<file path="src/verilog/amcfg_consts.svh">
`ifndef AMCFG_CONSTS_SVH
`define AMCFG_CONSTS_SVH
// Register word addresses (Avalon word index, 32-bit data)
`define AMCFG_ADDR_CMD 4'h0
`define AMCFG_ADDR_STOP_IRQ 4'h1
`define AMCFG_ADDR_LIMIT_PULSE 4'h2
`define AMCFG_ADDR_STATUS 4'h3
`define AMCFG_ADDR_AXIS_ERR 4'h4
`define AMCFG_ADDR_DRIVE 4'h5
`define AMCFG_ADDR_SOFT_POS 4'h6
// Command word fields
`define AMCFG_CMD_RESET_BIT 15
`define AMCFG_CMD_AXIS_HI 11
`define AMCFG_CMD_AXIS_LO 8
`define AMCFG_CMD_CODE_HI 6
`define AMCFG_CMD_NOP 7'h0f
`define AMCFG_CMD_RESET_WORD 16'h8000
`define AMCFG_RESET_HIGH_BYTE 8'h80
// Limit/pulse mode fields
`define AMCFG_SLP 0
`define AMCFG_SLM 1
`define AMCFG_LMT_TYPE 2
`define AMCFG_HLP_LVL 3
`define AMCFG_HLM_LVL 4
`define AMCFG_CMP_SRC 5
`define AMCFG_OUT_FMT 6
`define AMCFG_PLS_POL 7
`define AMCFG_DIR_POL 8
`define AMCFG_ENC_TYPE 9
`define AMCFG_DIV_LO 10
`define AMCFG_DIV_HI 11
`define AMCFG_ALM_LVL 12
`define AMCFG_ALM_EN 13
`define AMCFG_INP_LVL 14
`define AMCFG_INP_EN 15
// Drive control word fields
`define AMCFG_DRV_START 0
`define AMCFG_DRV_DIR 1
`define AMCFG_DRV_RAMP 2
// Error status bits
`define AMCFG_ERR_SLP 0
`define AMCFG_ERR_SLM 1
`define AMCFG_ERR_HLP 2
`define AMCFG_ERR_HLM 3
`define AMCFG_ERR_ALM 4
// Timing: busy time after command write
`define AMCFG_CMD_BUSY_NS 250
`define AMCFG_RESET_BUSY_NS 875
`define AMCFG_CLK_NS 50
`define AMCFG_NAXES 4
`endif

</file>
<file path="src/verilog/amcfg_pkg.sv">
`default_nettype none
package amcfg_pkg;
	typedef logic [15:0] amcfg_word_t;
	typedef logic [3:0] amcfg_axes_t;
	typedef enum logic [2:0] {
		AMCFG_IDLE = 3'b001,
		AMCFG_RUN = 3'b010,
		AMCFG_SETTLE = 3'b100
	} amcfg_drv_t;
endpackage : amcfg_pkg
`default_nettype wire

</file>
<file path="src/verilog/amcfg_axis.sv">
`default_nettype none
`include "amcfg_consts.svh"
module amcfg_axis (
	input wire logic core_clk_i,
	input wire logic rst_n_i,
	input wire logic clear_i,
	input wire logic start_i,
	input wire logic dir_minus_i,
	input wire logic ramp_i,
	input wire logic stop_hit_i,
	input wire logic decel_req_i,
	input wire logic sudden_req_i,
	input wire logic settle_en_i,
	input wire logic settled_i,
	input wire logic tick_i,
	output logic pulse_o,
	output logic busy_o,
	output logic running_o
);
	import amcfg_pkg::*;
	typedef struct packed {
		amcfg_drv_t st;
		logic dir;
		logic ramp;
		logic pls;
	} amcfg_ax_t;
	amcfg_ax_t s_q, s_d;
	always_comb begin
		s_d = s_q;
		s_d.pls = 1'b0;
		case (s_q.st)
			AMCFG_IDLE: begin
				if (start_i) begin
					s_d.st = AMCFG_RUN;
					s_d.dir = dir_minus_i;
					s_d.ramp = ramp_i;
				end
			end
			AMCFG_RUN: begin
				s_d.pls = tick_i && !s_q.pls;
				if (sudden_req_i || (stop_hit_i && !s_q.ramp) || decel_req_i || stop_hit_i) begin
					s_d.pls = 1'b0;
					s_d.st = settle_en_i ? AMCFG_SETTLE : AMCFG_IDLE;
				end
			end
			AMCFG_SETTLE: begin
				if (settled_i || !settle_en_i)
					s_d.st = AMCFG_IDLE;
			end
			default: s_d.st = AMCFG_IDLE;
		endcase
		if (clear_i) begin
			s_d.st = AMCFG_IDLE;
			s_d.pls = 1'b0;
		end
	end
	always_ff @(posedge core_clk_i) begin
		if (!rst_n_i)
			s_q <= '{st: AMCFG_IDLE, dir: 1'b0, ramp: 1'b0, pls: 1'b0};
		else
			s_q <= s_d;
	end
	assign pulse_o = s_q.pls;
	assign busy_o = (s_q.st != AMCFG_IDLE);
	assign running_o = (s_q.st == AMCFG_RUN);
endmodule : amcfg_axis
`default_nettype wire

</file>
<file path="src/verilog/amcfg_top.sv">
// Design decisions made here: the Avalon-MM slave port and the register addresses.
`default_nettype none
`include "amcfg_consts.svh"
module amcfg_top #(
	parameter int NAXES = `AMCFG_NAXES
) (
	input wire logic core_clk_i,
	input wire logic rst_n_i,
	input wire logic [3:0] avs_address,
	input wire logic avs_read,
	input wire logic avs_write,
	input wire logic [31:0] avs_writedata,
	input wire logic [3:0] avs_byteenable,
	output logic [31:0] avs_readdata,
	output logic avs_waitrequest,
	input wire logic [3:0] stop_input_n_i [NAXES],
	input wire logic [NAXES-1:0] limit_plus_in_n_i,
	input wire logic [NAXES-1:0] limit_minus_in_n_i,
	input wire logic [NAXES-1:0] servo_fault_in_n_i,
	input wire logic [NAXES-1:0] servo_settled_in_n_i,
	input wire logic [NAXES-1:0] encoder_in_a_i,
	input wire logic [NAXES-1:0] encoder_in_b_i,
	output logic [NAXES-1:0] pulse_out_a_o,
	output logic [NAXES-1:0] pulse_out_b_o,
	output logic cmd_wait_n_o,
	output logic [7:0] irq_src_en_o [NAXES]
);
	import amcfg_pkg::*;
	localparam int CMD_BUSY_CYC = `AMCFG_CMD_BUSY_NS / `AMCFG_CLK_NS;
	localparam int RST_BUSY_CYC = `AMCFG_RESET_BUSY_NS / `AMCFG_CLK_NS;
	localparam int SYNC_W = 10;

	typedef struct packed {
		amcfg_axes_t sel;
		logic [NAXES-1:0][15:0] stop_irq;
		logic [NAXES-1:0][15:0] lim_pls;
		logic [NAXES-1:0][4:0] err;
		logic [NAXES-1:0][31:0] lpos;
		logic [NAXES-1:0][31:0] rpos;
		logic [NAXES-1:0][31:0] cmp_p;
		logic [NAXES-1:0][31:0] cmp_m;
		logic [NAXES-1:0][1:0] divc;
		logic [NAXES-1:0][1:0] ab_old;
		logic [NAXES-1:0] dir_out;
		logic [NAXES-1:0] pls_out;
		logic [4:0] busy_cnt;
		logic dev_clear;
		logic [31:0] rdata;
		logic rvalid;
		logic [NAXES-1:0][SYNC_W-1:0] s1;
		logic [NAXES-1:0][SYNC_W-1:0] s2;
	} amcfg_state_t;
	amcfg_state_t s_q, s_d;

	logic [NAXES-1:0] start_w, ramp_w, stop_hit, decel_req, sudden_req;
	logic [NAXES-1:0] settled, pulse_w, drv_busy, running, dir_w;

	function automatic logic act_lvl(input logic pin, input logic level);
		act_lvl = (pin == level);
	endfunction : act_lvl

	function automatic logic [1:0] first_axis(input amcfg_axes_t sel);
		first_axis = 2'd0;
		for (int k = 3; k >= 0; k--) begin
			if (sel[k])
				first_axis = 2'(k);
		end
	endfunction : first_axis

	function automatic logic is_reset(input logic [3:0] be, input logic [15:0] d);
		is_reset = 1'b0;
		if (be[1] && !be[0] && d[15:8] == `AMCFG_RESET_HIGH_BYTE)
			is_reset = 1'b1;
		else if (be[1] && be[0] && d == `AMCFG_CMD_RESET_WORD)
			is_reset = 1'b1;
	endfunction : is_reset

	always_comb begin
		logic [31:0] pos;
		logic [15:0] lp;
		logic [15:0] si;
		logic [SYNC_W-1:0] in;
		logic cnt_up, cnt_dn, ea, eb;
		logic [1:0] ab;
		logic [1:0] ax;
		logic wr;
		pos = 32'h0;
		lp = 16'h0;
		si = 16'h0;
		in = '0;
		cnt_up = 1'b0;
		cnt_dn = 1'b0;
		ea = 1'b0;
		eb = 1'b0;
		ab = 2'b00;
		ax = first_axis(s_q.sel);
		wr = avs_write && !avs_waitrequest;
		s_d = s_q;
		s_d.dev_clear = 1'b0;
		s_d.rvalid = avs_read && !s_q.rvalid;
		start_w = '0;
		ramp_w = '0;
		stop_hit = '0;
		decel_req = '0;
		sudden_req = '0;
		settled = '0;
		dir_w = s_q.dir_out;
		if (s_q.busy_cnt != 5'd0)
			s_d.busy_cnt = s_q.busy_cnt - 5'd1;
		// flag clear; a same-cycle event wins
		if (wr && avs_address == `AMCFG_ADDR_AXIS_ERR) begin
			for (int a = 0; a < NAXES; a++) begin
				if (s_q.sel[a])
					s_d.err[a] = 5'h00;
			end
		end
		for (int a = 0; a < NAXES; a++) begin
			s_d.s1[a] = {encoder_in_b_i[a], encoder_in_a_i[a], servo_settled_in_n_i[a],
				servo_fault_in_n_i[a], limit_minus_in_n_i[a], limit_plus_in_n_i[a],
				stop_input_n_i[a]};
			s_d.s2[a] = s_q.s1[a];
			in = s_q.s2[a];
			lp = s_q.lim_pls[a];
			si = s_q.stop_irq[a];
			pos = lp[`AMCFG_CMP_SRC] ? s_q.rpos[a] : s_q.lpos[a];
			for (int m = 0; m < 4; m++) begin
				if (si[2*m+1] && act_lvl(in[m], si[2*m]))
					stop_hit[a] = 1'b1;
			end
			if (running[a] && !s_q.dir_out[a] && act_lvl(in[4], lp[`AMCFG_HLP_LVL])) begin
				s_d.err[a][`AMCFG_ERR_HLP] = 1'b1;
				if (lp[`AMCFG_LMT_TYPE])
					decel_req[a] = 1'b1;
				else
					sudden_req[a] = 1'b1;
			end
			if (running[a] && s_q.dir_out[a] && act_lvl(in[5], lp[`AMCFG_HLM_LVL])) begin
				s_d.err[a][`AMCFG_ERR_HLM] = 1'b1;
				if (lp[`AMCFG_LMT_TYPE])
					decel_req[a] = 1'b1;
				else
					sudden_req[a] = 1'b1;
			end
			if (lp[`AMCFG_ALM_EN] && act_lvl(in[6], lp[`AMCFG_ALM_LVL])) begin
				s_d.err[a][`AMCFG_ERR_ALM] = 1'b1;
				sudden_req[a] = 1'b1;
			end
			settled[a] = act_lvl(in[7], lp[`AMCFG_INP_LVL]);
			if (lp[`AMCFG_SLP] && running[a] && !s_q.dir_out[a]
					&& $signed(pos) > $signed(s_q.cmp_p[a])) begin
				s_d.err[a][`AMCFG_ERR_SLP] = 1'b1;
				decel_req[a] = 1'b1;
			end
			if (lp[`AMCFG_SLM] && running[a] && s_q.dir_out[a]
					&& $signed(pos) < $signed(s_q.cmp_m[a])) begin
				s_d.err[a][`AMCFG_ERR_SLM] = 1'b1;
				decel_req[a] = 1'b1;
			end
			if (pulse_w[a])
				s_d.lpos[a] = s_q.dir_out[a] ? s_q.lpos[a] - 32'd1 : s_q.lpos[a] + 32'd1;
			ab = {in[9], in[8]};
			ea = ab[0] != s_q.ab_old[a][0];
			eb = ab[1] != s_q.ab_old[a][1];
			s_d.ab_old[a] = ab;
			if (lp[`AMCFG_ENC_TYPE]) begin
				cnt_up = ab[0] && !s_q.ab_old[a][0];
				cnt_dn = ab[1] && !s_q.ab_old[a][1];
			end else begin
				cnt_up = (ea && (ab[0] != ab[1])) || (eb && (ab[0] == ab[1]));
				cnt_dn = (ea && (ab[0] == ab[1])) || (eb && (ab[0] != ab[1]));
			end
			if (!lp[`AMCFG_ENC_TYPE] && (cnt_up || cnt_dn)) begin
				s_d.divc[a] = s_q.divc[a] + 2'd1;
				case ({lp[`AMCFG_DIV_HI], lp[`AMCFG_DIV_LO]})
					2'b00: ;
					2'b01: if (s_q.divc[a][0] == 1'b0) begin
						cnt_up = 1'b0;
						cnt_dn = 1'b0;
					end
					2'b10: if (s_q.divc[a] != 2'b11) begin
						cnt_up = 1'b0;
						cnt_dn = 1'b0;
					end
					default: begin
						cnt_up = 1'b0;
						cnt_dn = 1'b0;
					end
				endcase
			end
			if (cnt_up)
				s_d.rpos[a] = s_q.rpos[a] + 32'd1;
			else if (cnt_dn)
				s_d.rpos[a] = s_q.rpos[a] - 32'd1;
			s_d.pls_out[a] = pulse_w[a];
		end
		// Register writes
		if (wr) begin
			if (avs_address == `AMCFG_ADDR_CMD) begin
				if (is_reset(avs_byteenable, avs_writedata[15:0])) begin
					s_d.dev_clear = 1'b1;
					s_d.busy_cnt = 5'(RST_BUSY_CYC);
				end else if (avs_byteenable[0]) begin
					s_d.busy_cnt = 5'(CMD_BUSY_CYC);
					if (avs_writedata[`AMCFG_CMD_CODE_HI:0] == `AMCFG_CMD_NOP)
						s_d.sel = avs_writedata[`AMCFG_CMD_AXIS_HI:`AMCFG_CMD_AXIS_LO];
				end
			end else if (avs_address == `AMCFG_ADDR_DRIVE) begin
				for (int a = 0; a < NAXES; a++) begin
					if (s_q.sel[a] && avs_writedata[`AMCFG_DRV_START]
							&& !(avs_writedata[`AMCFG_DRV_DIR] ? s_q.err[a][`AMCFG_ERR_SLM]
							: s_q.err[a][`AMCFG_ERR_SLP])) begin
						start_w[a] = 1'b1;
						ramp_w[a] = avs_writedata[`AMCFG_DRV_RAMP];
						s_d.dir_out[a] = avs_writedata[`AMCFG_DRV_DIR];
						dir_w[a] = avs_writedata[`AMCFG_DRV_DIR];
					end
				end
			end else begin
				for (int a = 0; a < NAXES; a++) begin
					if (s_q.sel[a]) begin
						if (avs_address == `AMCFG_ADDR_STOP_IRQ)
							s_d.stop_irq[a] = avs_writedata[15:0];
						else if (avs_address == `AMCFG_ADDR_LIMIT_PULSE)
							s_d.lim_pls[a] = avs_writedata[15:0];
						else if (avs_address == `AMCFG_ADDR_SOFT_POS) begin
							s_d.cmp_p[a] = avs_writedata;
							s_d.cmp_m[a] = avs_writedata;
						end
					end
				end
			end
		end
		if (avs_address == `AMCFG_ADDR_STATUS)
			s_d.rdata = {16'h0, 8'h0, s_q.sel, drv_busy};
		else if (avs_address == `AMCFG_ADDR_AXIS_ERR)
			s_d.rdata = {27'h0, s_q.err[ax]};
		else if (avs_address == `AMCFG_ADDR_STOP_IRQ)
			s_d.rdata = {16'h0, s_q.stop_irq[ax]};
		else if (avs_address == `AMCFG_ADDR_LIMIT_PULSE)
			s_d.rdata = {16'h0, s_q.lim_pls[ax]};
		else if (avs_address == `AMCFG_ADDR_SOFT_POS)
			s_d.rdata = s_q.rpos[ax];
		else
			s_d.rdata = 32'h0;
		if (s_q.dev_clear) begin
			s_d.stop_irq = '0;
			s_d.lim_pls = '0;
			s_d.err = '0;
			s_d.sel = '0;
		end
	end

	always_ff @(posedge core_clk_i) begin
		if (!rst_n_i)
			s_q <= '0;
		else
			s_q <= s_d;
	end

	for (genvar g = 0; g < NAXES; g++) begin : g_ax
		amcfg_axis u_axis (
			.core_clk_i(core_clk_i),
			.rst_n_i(rst_n_i),
			.clear_i(s_q.dev_clear),
			.start_i(start_w[g]),
			.dir_minus_i(dir_w[g]),
			.ramp_i(ramp_w[g]),
			.stop_hit_i(stop_hit[g]),
			.decel_req_i(decel_req[g]),
			.sudden_req_i(sudden_req[g]),
			.settle_en_i(s_q.lim_pls[g][`AMCFG_INP_EN]),
			.settled_i(settled[g]),
			.tick_i(1'b1),
			.pulse_o(pulse_w[g]),
			.busy_o(drv_busy[g]),
			.running_o(running[g])
		);
		always_comb begin
			logic p;
			p = s_q.pls_out[g] ^ s_q.lim_pls[g][`AMCFG_PLS_POL];
			if (s_q.lim_pls[g][`AMCFG_OUT_FMT]) begin
				pulse_out_a_o[g] = p;
				pulse_out_b_o[g] = s_q.dir_out[g] ^ s_q.lim_pls[g][`AMCFG_DIR_POL];
			end else begin
				pulse_out_a_o[g] = s_q.dir_out[g] ? s_q.lim_pls[g][`AMCFG_PLS_POL] : p;
				pulse_out_b_o[g] = s_q.dir_out[g] ? p : s_q.lim_pls[g][`AMCFG_PLS_POL];
			end
		end
		assign irq_src_en_o[g] = s_q.stop_irq[g][15:8];
	end

	assign avs_waitrequest = avs_read && !s_q.rvalid;
	assign avs_readdata = s_q.rdata;
	assign cmd_wait_n_o = (s_q.busy_cnt == 5'd0);
endmodule : amcfg_top
`default_nettype wire
</file>
<file path="config.mk">
export PLATFORM = sky130hd
export DESIGN_NAME = amcfg_top
export DESIGN_NICKNAME = d
export VERILOG_FILES = /design/src/verilog/amcfg_pkg.sv /design/src/verilog/amcfg_axis.sv /design/src/verilog/amcfg_top.sv
export VERILOG_INCLUDE_DIRS = /design/src /design/src/verilog
export SDC_FILE = /design/constraint.sdc
export NUM_CORES = 2
export LEC_CHECK = 0
export ABC_AREA = 1
export BUFFER_PORTS_ARGS = -buffer_cell sky130_fd_sc_hd__buf_2
export CAP_MARGIN = 20
export CORE_MARGIN = 2
export CORE_UTILIZATION = 45
export CTS_CLUSTER_SIZE = 8
export DETAILED_ROUTE_END_ITERATION = 7
export GPL_TIMING_DRIVEN = 0
export HOLD_SLACK_MARGIN = 0.08
export PLACE_DENSITY = 0.62
export REMOVE_ABC_BUFFERS = 1
export SLEW_MARGIN = 20
export SYNTH_ARGS = -nofsm -noshare
export SYNTH_HDL_FRONTEND = slang
export SYNTH_SLANG_ARGS = --single-unit
export TNS_END_PERCENT = 10
</file>
<file path="constraint.sdc">
create_clock -name core_clk_i -period 4.5 [get_ports core_clk_i]
set_input_delay 0.9 -clock core_clk_i [delete_from_list [all_inputs] [get_ports core_clk_i]]
set_output_delay 0.9 -clock core_clk_i [all_outputs]
set_load 0.05 [all_outputs]
</file>
==> flow_metrics.env <==
export IMPL_die_h_um=325
export IMPL_fin_crit_sh=0.943
export IMPL_die_width_um=325
export IMPL_clk_pin_slew_ps=60
export IMPL_vias_per_cell=5.60
export IMPL_worstPathMaxFanout=47
export IMPL_rows=117
export IMPL_synth_area_top_cells="dfxtp_1 30%, ha_1 10%, a21oi_1 9.2%"
export IMPL_fin_ws_ps=259
export IMPL_dr_pass1_iters=5
export IMPL_maxCapViolCount=0
export IMPL_port_buffers=155
export IMPL_wire_per_inst_um=20.2
export IMPL_overflow=0
export IMPL_cp_arrival_ps=4830
export IMPL_crit_path_start_kind="flop"
export IMPL_numClockSinks=695
export IMPL_clockBufferDepth=3
export IMPL_final_common_cell="nand2_1"
export IMPL_syn_avg_cell_area_um2=6.81
export IMPL_synth_cells=6806
export IMPL_clock_skew_ps=44.3
export IMPL_preCtsSetupSlack_ps=209
export IMPL_initial_core_util=0.455
export IMPL_synth_ff_type="dfxtp_1"
export IMPL_ctsResizeCount=0
export IMPL_grtUsageTotal=0.304
export IMPL_grt_pass1_vias=42352
export IMPL_drive_gt1_frac=0.0647
export IMPL_status="finished clean"
export IMPL_grt_pass1_wl_um=250000
export IMPL_cts_tree="built"
export IMPL_min_path_type="primary input to flop"
export IMPL_dp_hpwl_um=123000
export IMPL_root_buffer="clkbuf_16"
export IMPL_fmax_mhz=236
export IMPL_rsz0062_at_grt="no"
export IMPL_holdBufCountCts=0
export IMPL_synth_edf_count=0
export IMPL_antenna_found_initial=11
export IMPL_postCtsSetupBuffers=0
export IMPL_drc=0
export IMPL_ios=158
export IMPL_ff2ff_setup_slack_ps=260
export IMPL_die_area_mm2=0.106
export IMPL_ant_nets=0
export IMPL_synth_seq_cells=695
export IMPL_power_density_mw_per_mm2=387
export IMPL_drt_initial_drc_count=4255
export IMPL_crit_type="flop to flop"
export IMPL_crit_required_ps=5090
export IMPL_core_region_area_mm2=0.102
export IMPL_final_cell_mix="1087 x nand2_1, 942 x inv_1, 850 x a21oi_1"
export IMPL_yosysWarnings=0
export IMPL_worstMarginPinSlew_ps=1250
export IMPL_final_cells=8155
export IMPL_fillers=10481
export IMPL_setup_worst_path_end_class="flop"
export IMPL_synth_top_cell_by_area="dfxtp_1"
export IMPL_cts_buffers=98
export IMPL_dp_cells=8032
export IMPL_syn2layout_area_growth_pct=9.27
export IMPL_routabilityCongestion=1.00
export IMPL_htreeDepth=3
export IMPL_slew_headroom=0.164
export IMPL_synthArstFlopShare=0
export IMPL_route_vias_total=45689
export IMPL_ys_types=70
export IMPL_clk_latency_ps=700
export IMPL_wl_um=165000
export IMPL_yosysSeqAreaShare=0.300
export IMPL_yosysTopAreaCellShare=0.300
export IMPL_hold_viol_final=0
export IMPL_setup_viol=0
export IMPL_final_util=0.497
export IMPL_slew_violations=0
export IMPL_synth_area_mm2=0.0463
export IMPL_peakVddDrop_v=0.000317
export IMPL_final_nets=7237
export IMPL_grt_max_degree=109
export IMPL_p_leak_nw=23.8
export IMPL_final_min_clock_period_ps=4240
export IMPL_fin_setup_tns_ps=0
==> worst max-delay path, cell delays in order (launching register included) <==
cell	delay (ps)
dfxtp_2	870
inv_1	620
nand2_1	190
o21ai_0	130
ha_1	510
nand2_1	140
nor2_1	160
nor3b_1	440
nand2_1	160
nand2_1	110
nand2_1	60
nand3_1	140
nand3_1	260
nand2_1	130
nor2_1	50
nand2_1	110
inv_1	40
==> routing by layer <==
metal	routed length (µm)	track usage	up-vias
li1	-	-	22642
met1	74600	0.423	21155
met2	70200	0.468	1627
met3	14400	0.0598	265
met4	5710	0.106	0
met5	0	0	-
==> registers in the layout, summed over array words and instances (netlist names), named ones only <==
name and flops:
avs_readdata 32, irq_src_en_o 32, g_ax.u_axis.s_q 12, s_q 563, g_ax.u_axis.pulse_o 4, s_d 48
==> where the power goes <==
group | internal (mW) | switching [mW]
clock | 3.92 | 2.87
combinational | 1.96 | 3.83
sequential | 6.52 | 0.478
total | 12.4 | 7.18
==> synthesized netlist by cell type (all sizes together), types with 66 or more instances <==
master,instances
nand2,1099
o211ai,66
nand3,269
nor2,558
dfxtp,695
ha,381
a21oi,857
clkbuf,181
buf,146
inv,968
xnor2,79
nand4,66
xor2,97
nor3,77
o21ai,870
==> per-stage QoR <==
step	power (mW)	instance area, µm²	hold WS [ps]
6_report	19.6	50600	389
5_1_grt	20.6	50600	385
4_1_cts	19.5	50600	364
3_5_place_dp	12.7	47900	398
3_3_place_gp	12.7	47200	395
2_1_floorplan	11.0	44700	390
==> path summary, 6_finish.rpt <==
path,start,end,cells after the start
worst min register to register,s_d[13],s_q[13],2
worst min-delay path,stop_input_n_i[13],s_d[1],3
worst max-delay path,s_q[728],g_ax[3].u_axis.s_q[5],16
worst max register to register,s_q[728],g_ax[3].u_axis.s_q[5],16
==> cell families after synthesis <==
kind of cell | synth area share
mux | 0.00267
simple gates | 0.194
fa+ha+maj | 0.106
flops | 0.300
compound gates | 0.250
buf+inv | 0.114
xor+xnor | 0.0333
==> layout make-up <==
| type | instances | area (µm²) | area share |
|---|---|---|---|
| antenna | 5 | 12.5 | 0.000247 |
| multi-input combinational | 4812 | 27200 | 0.538 |
| sequential | 695 | 13900 | 0.275 |
| clock inverter | 6 | 118 | 0.00232 |
| tap | 1368 | 1710 | 0.0338 |
| inverter | 972 | 3660 | 0.0722 |
| clock buffer | 112 | 2540 | 0.0501 |
| timing repair buffer | 185 | 1420 | 0.0281 |
No activity file was read; power rests on OpenSTA's default activity.
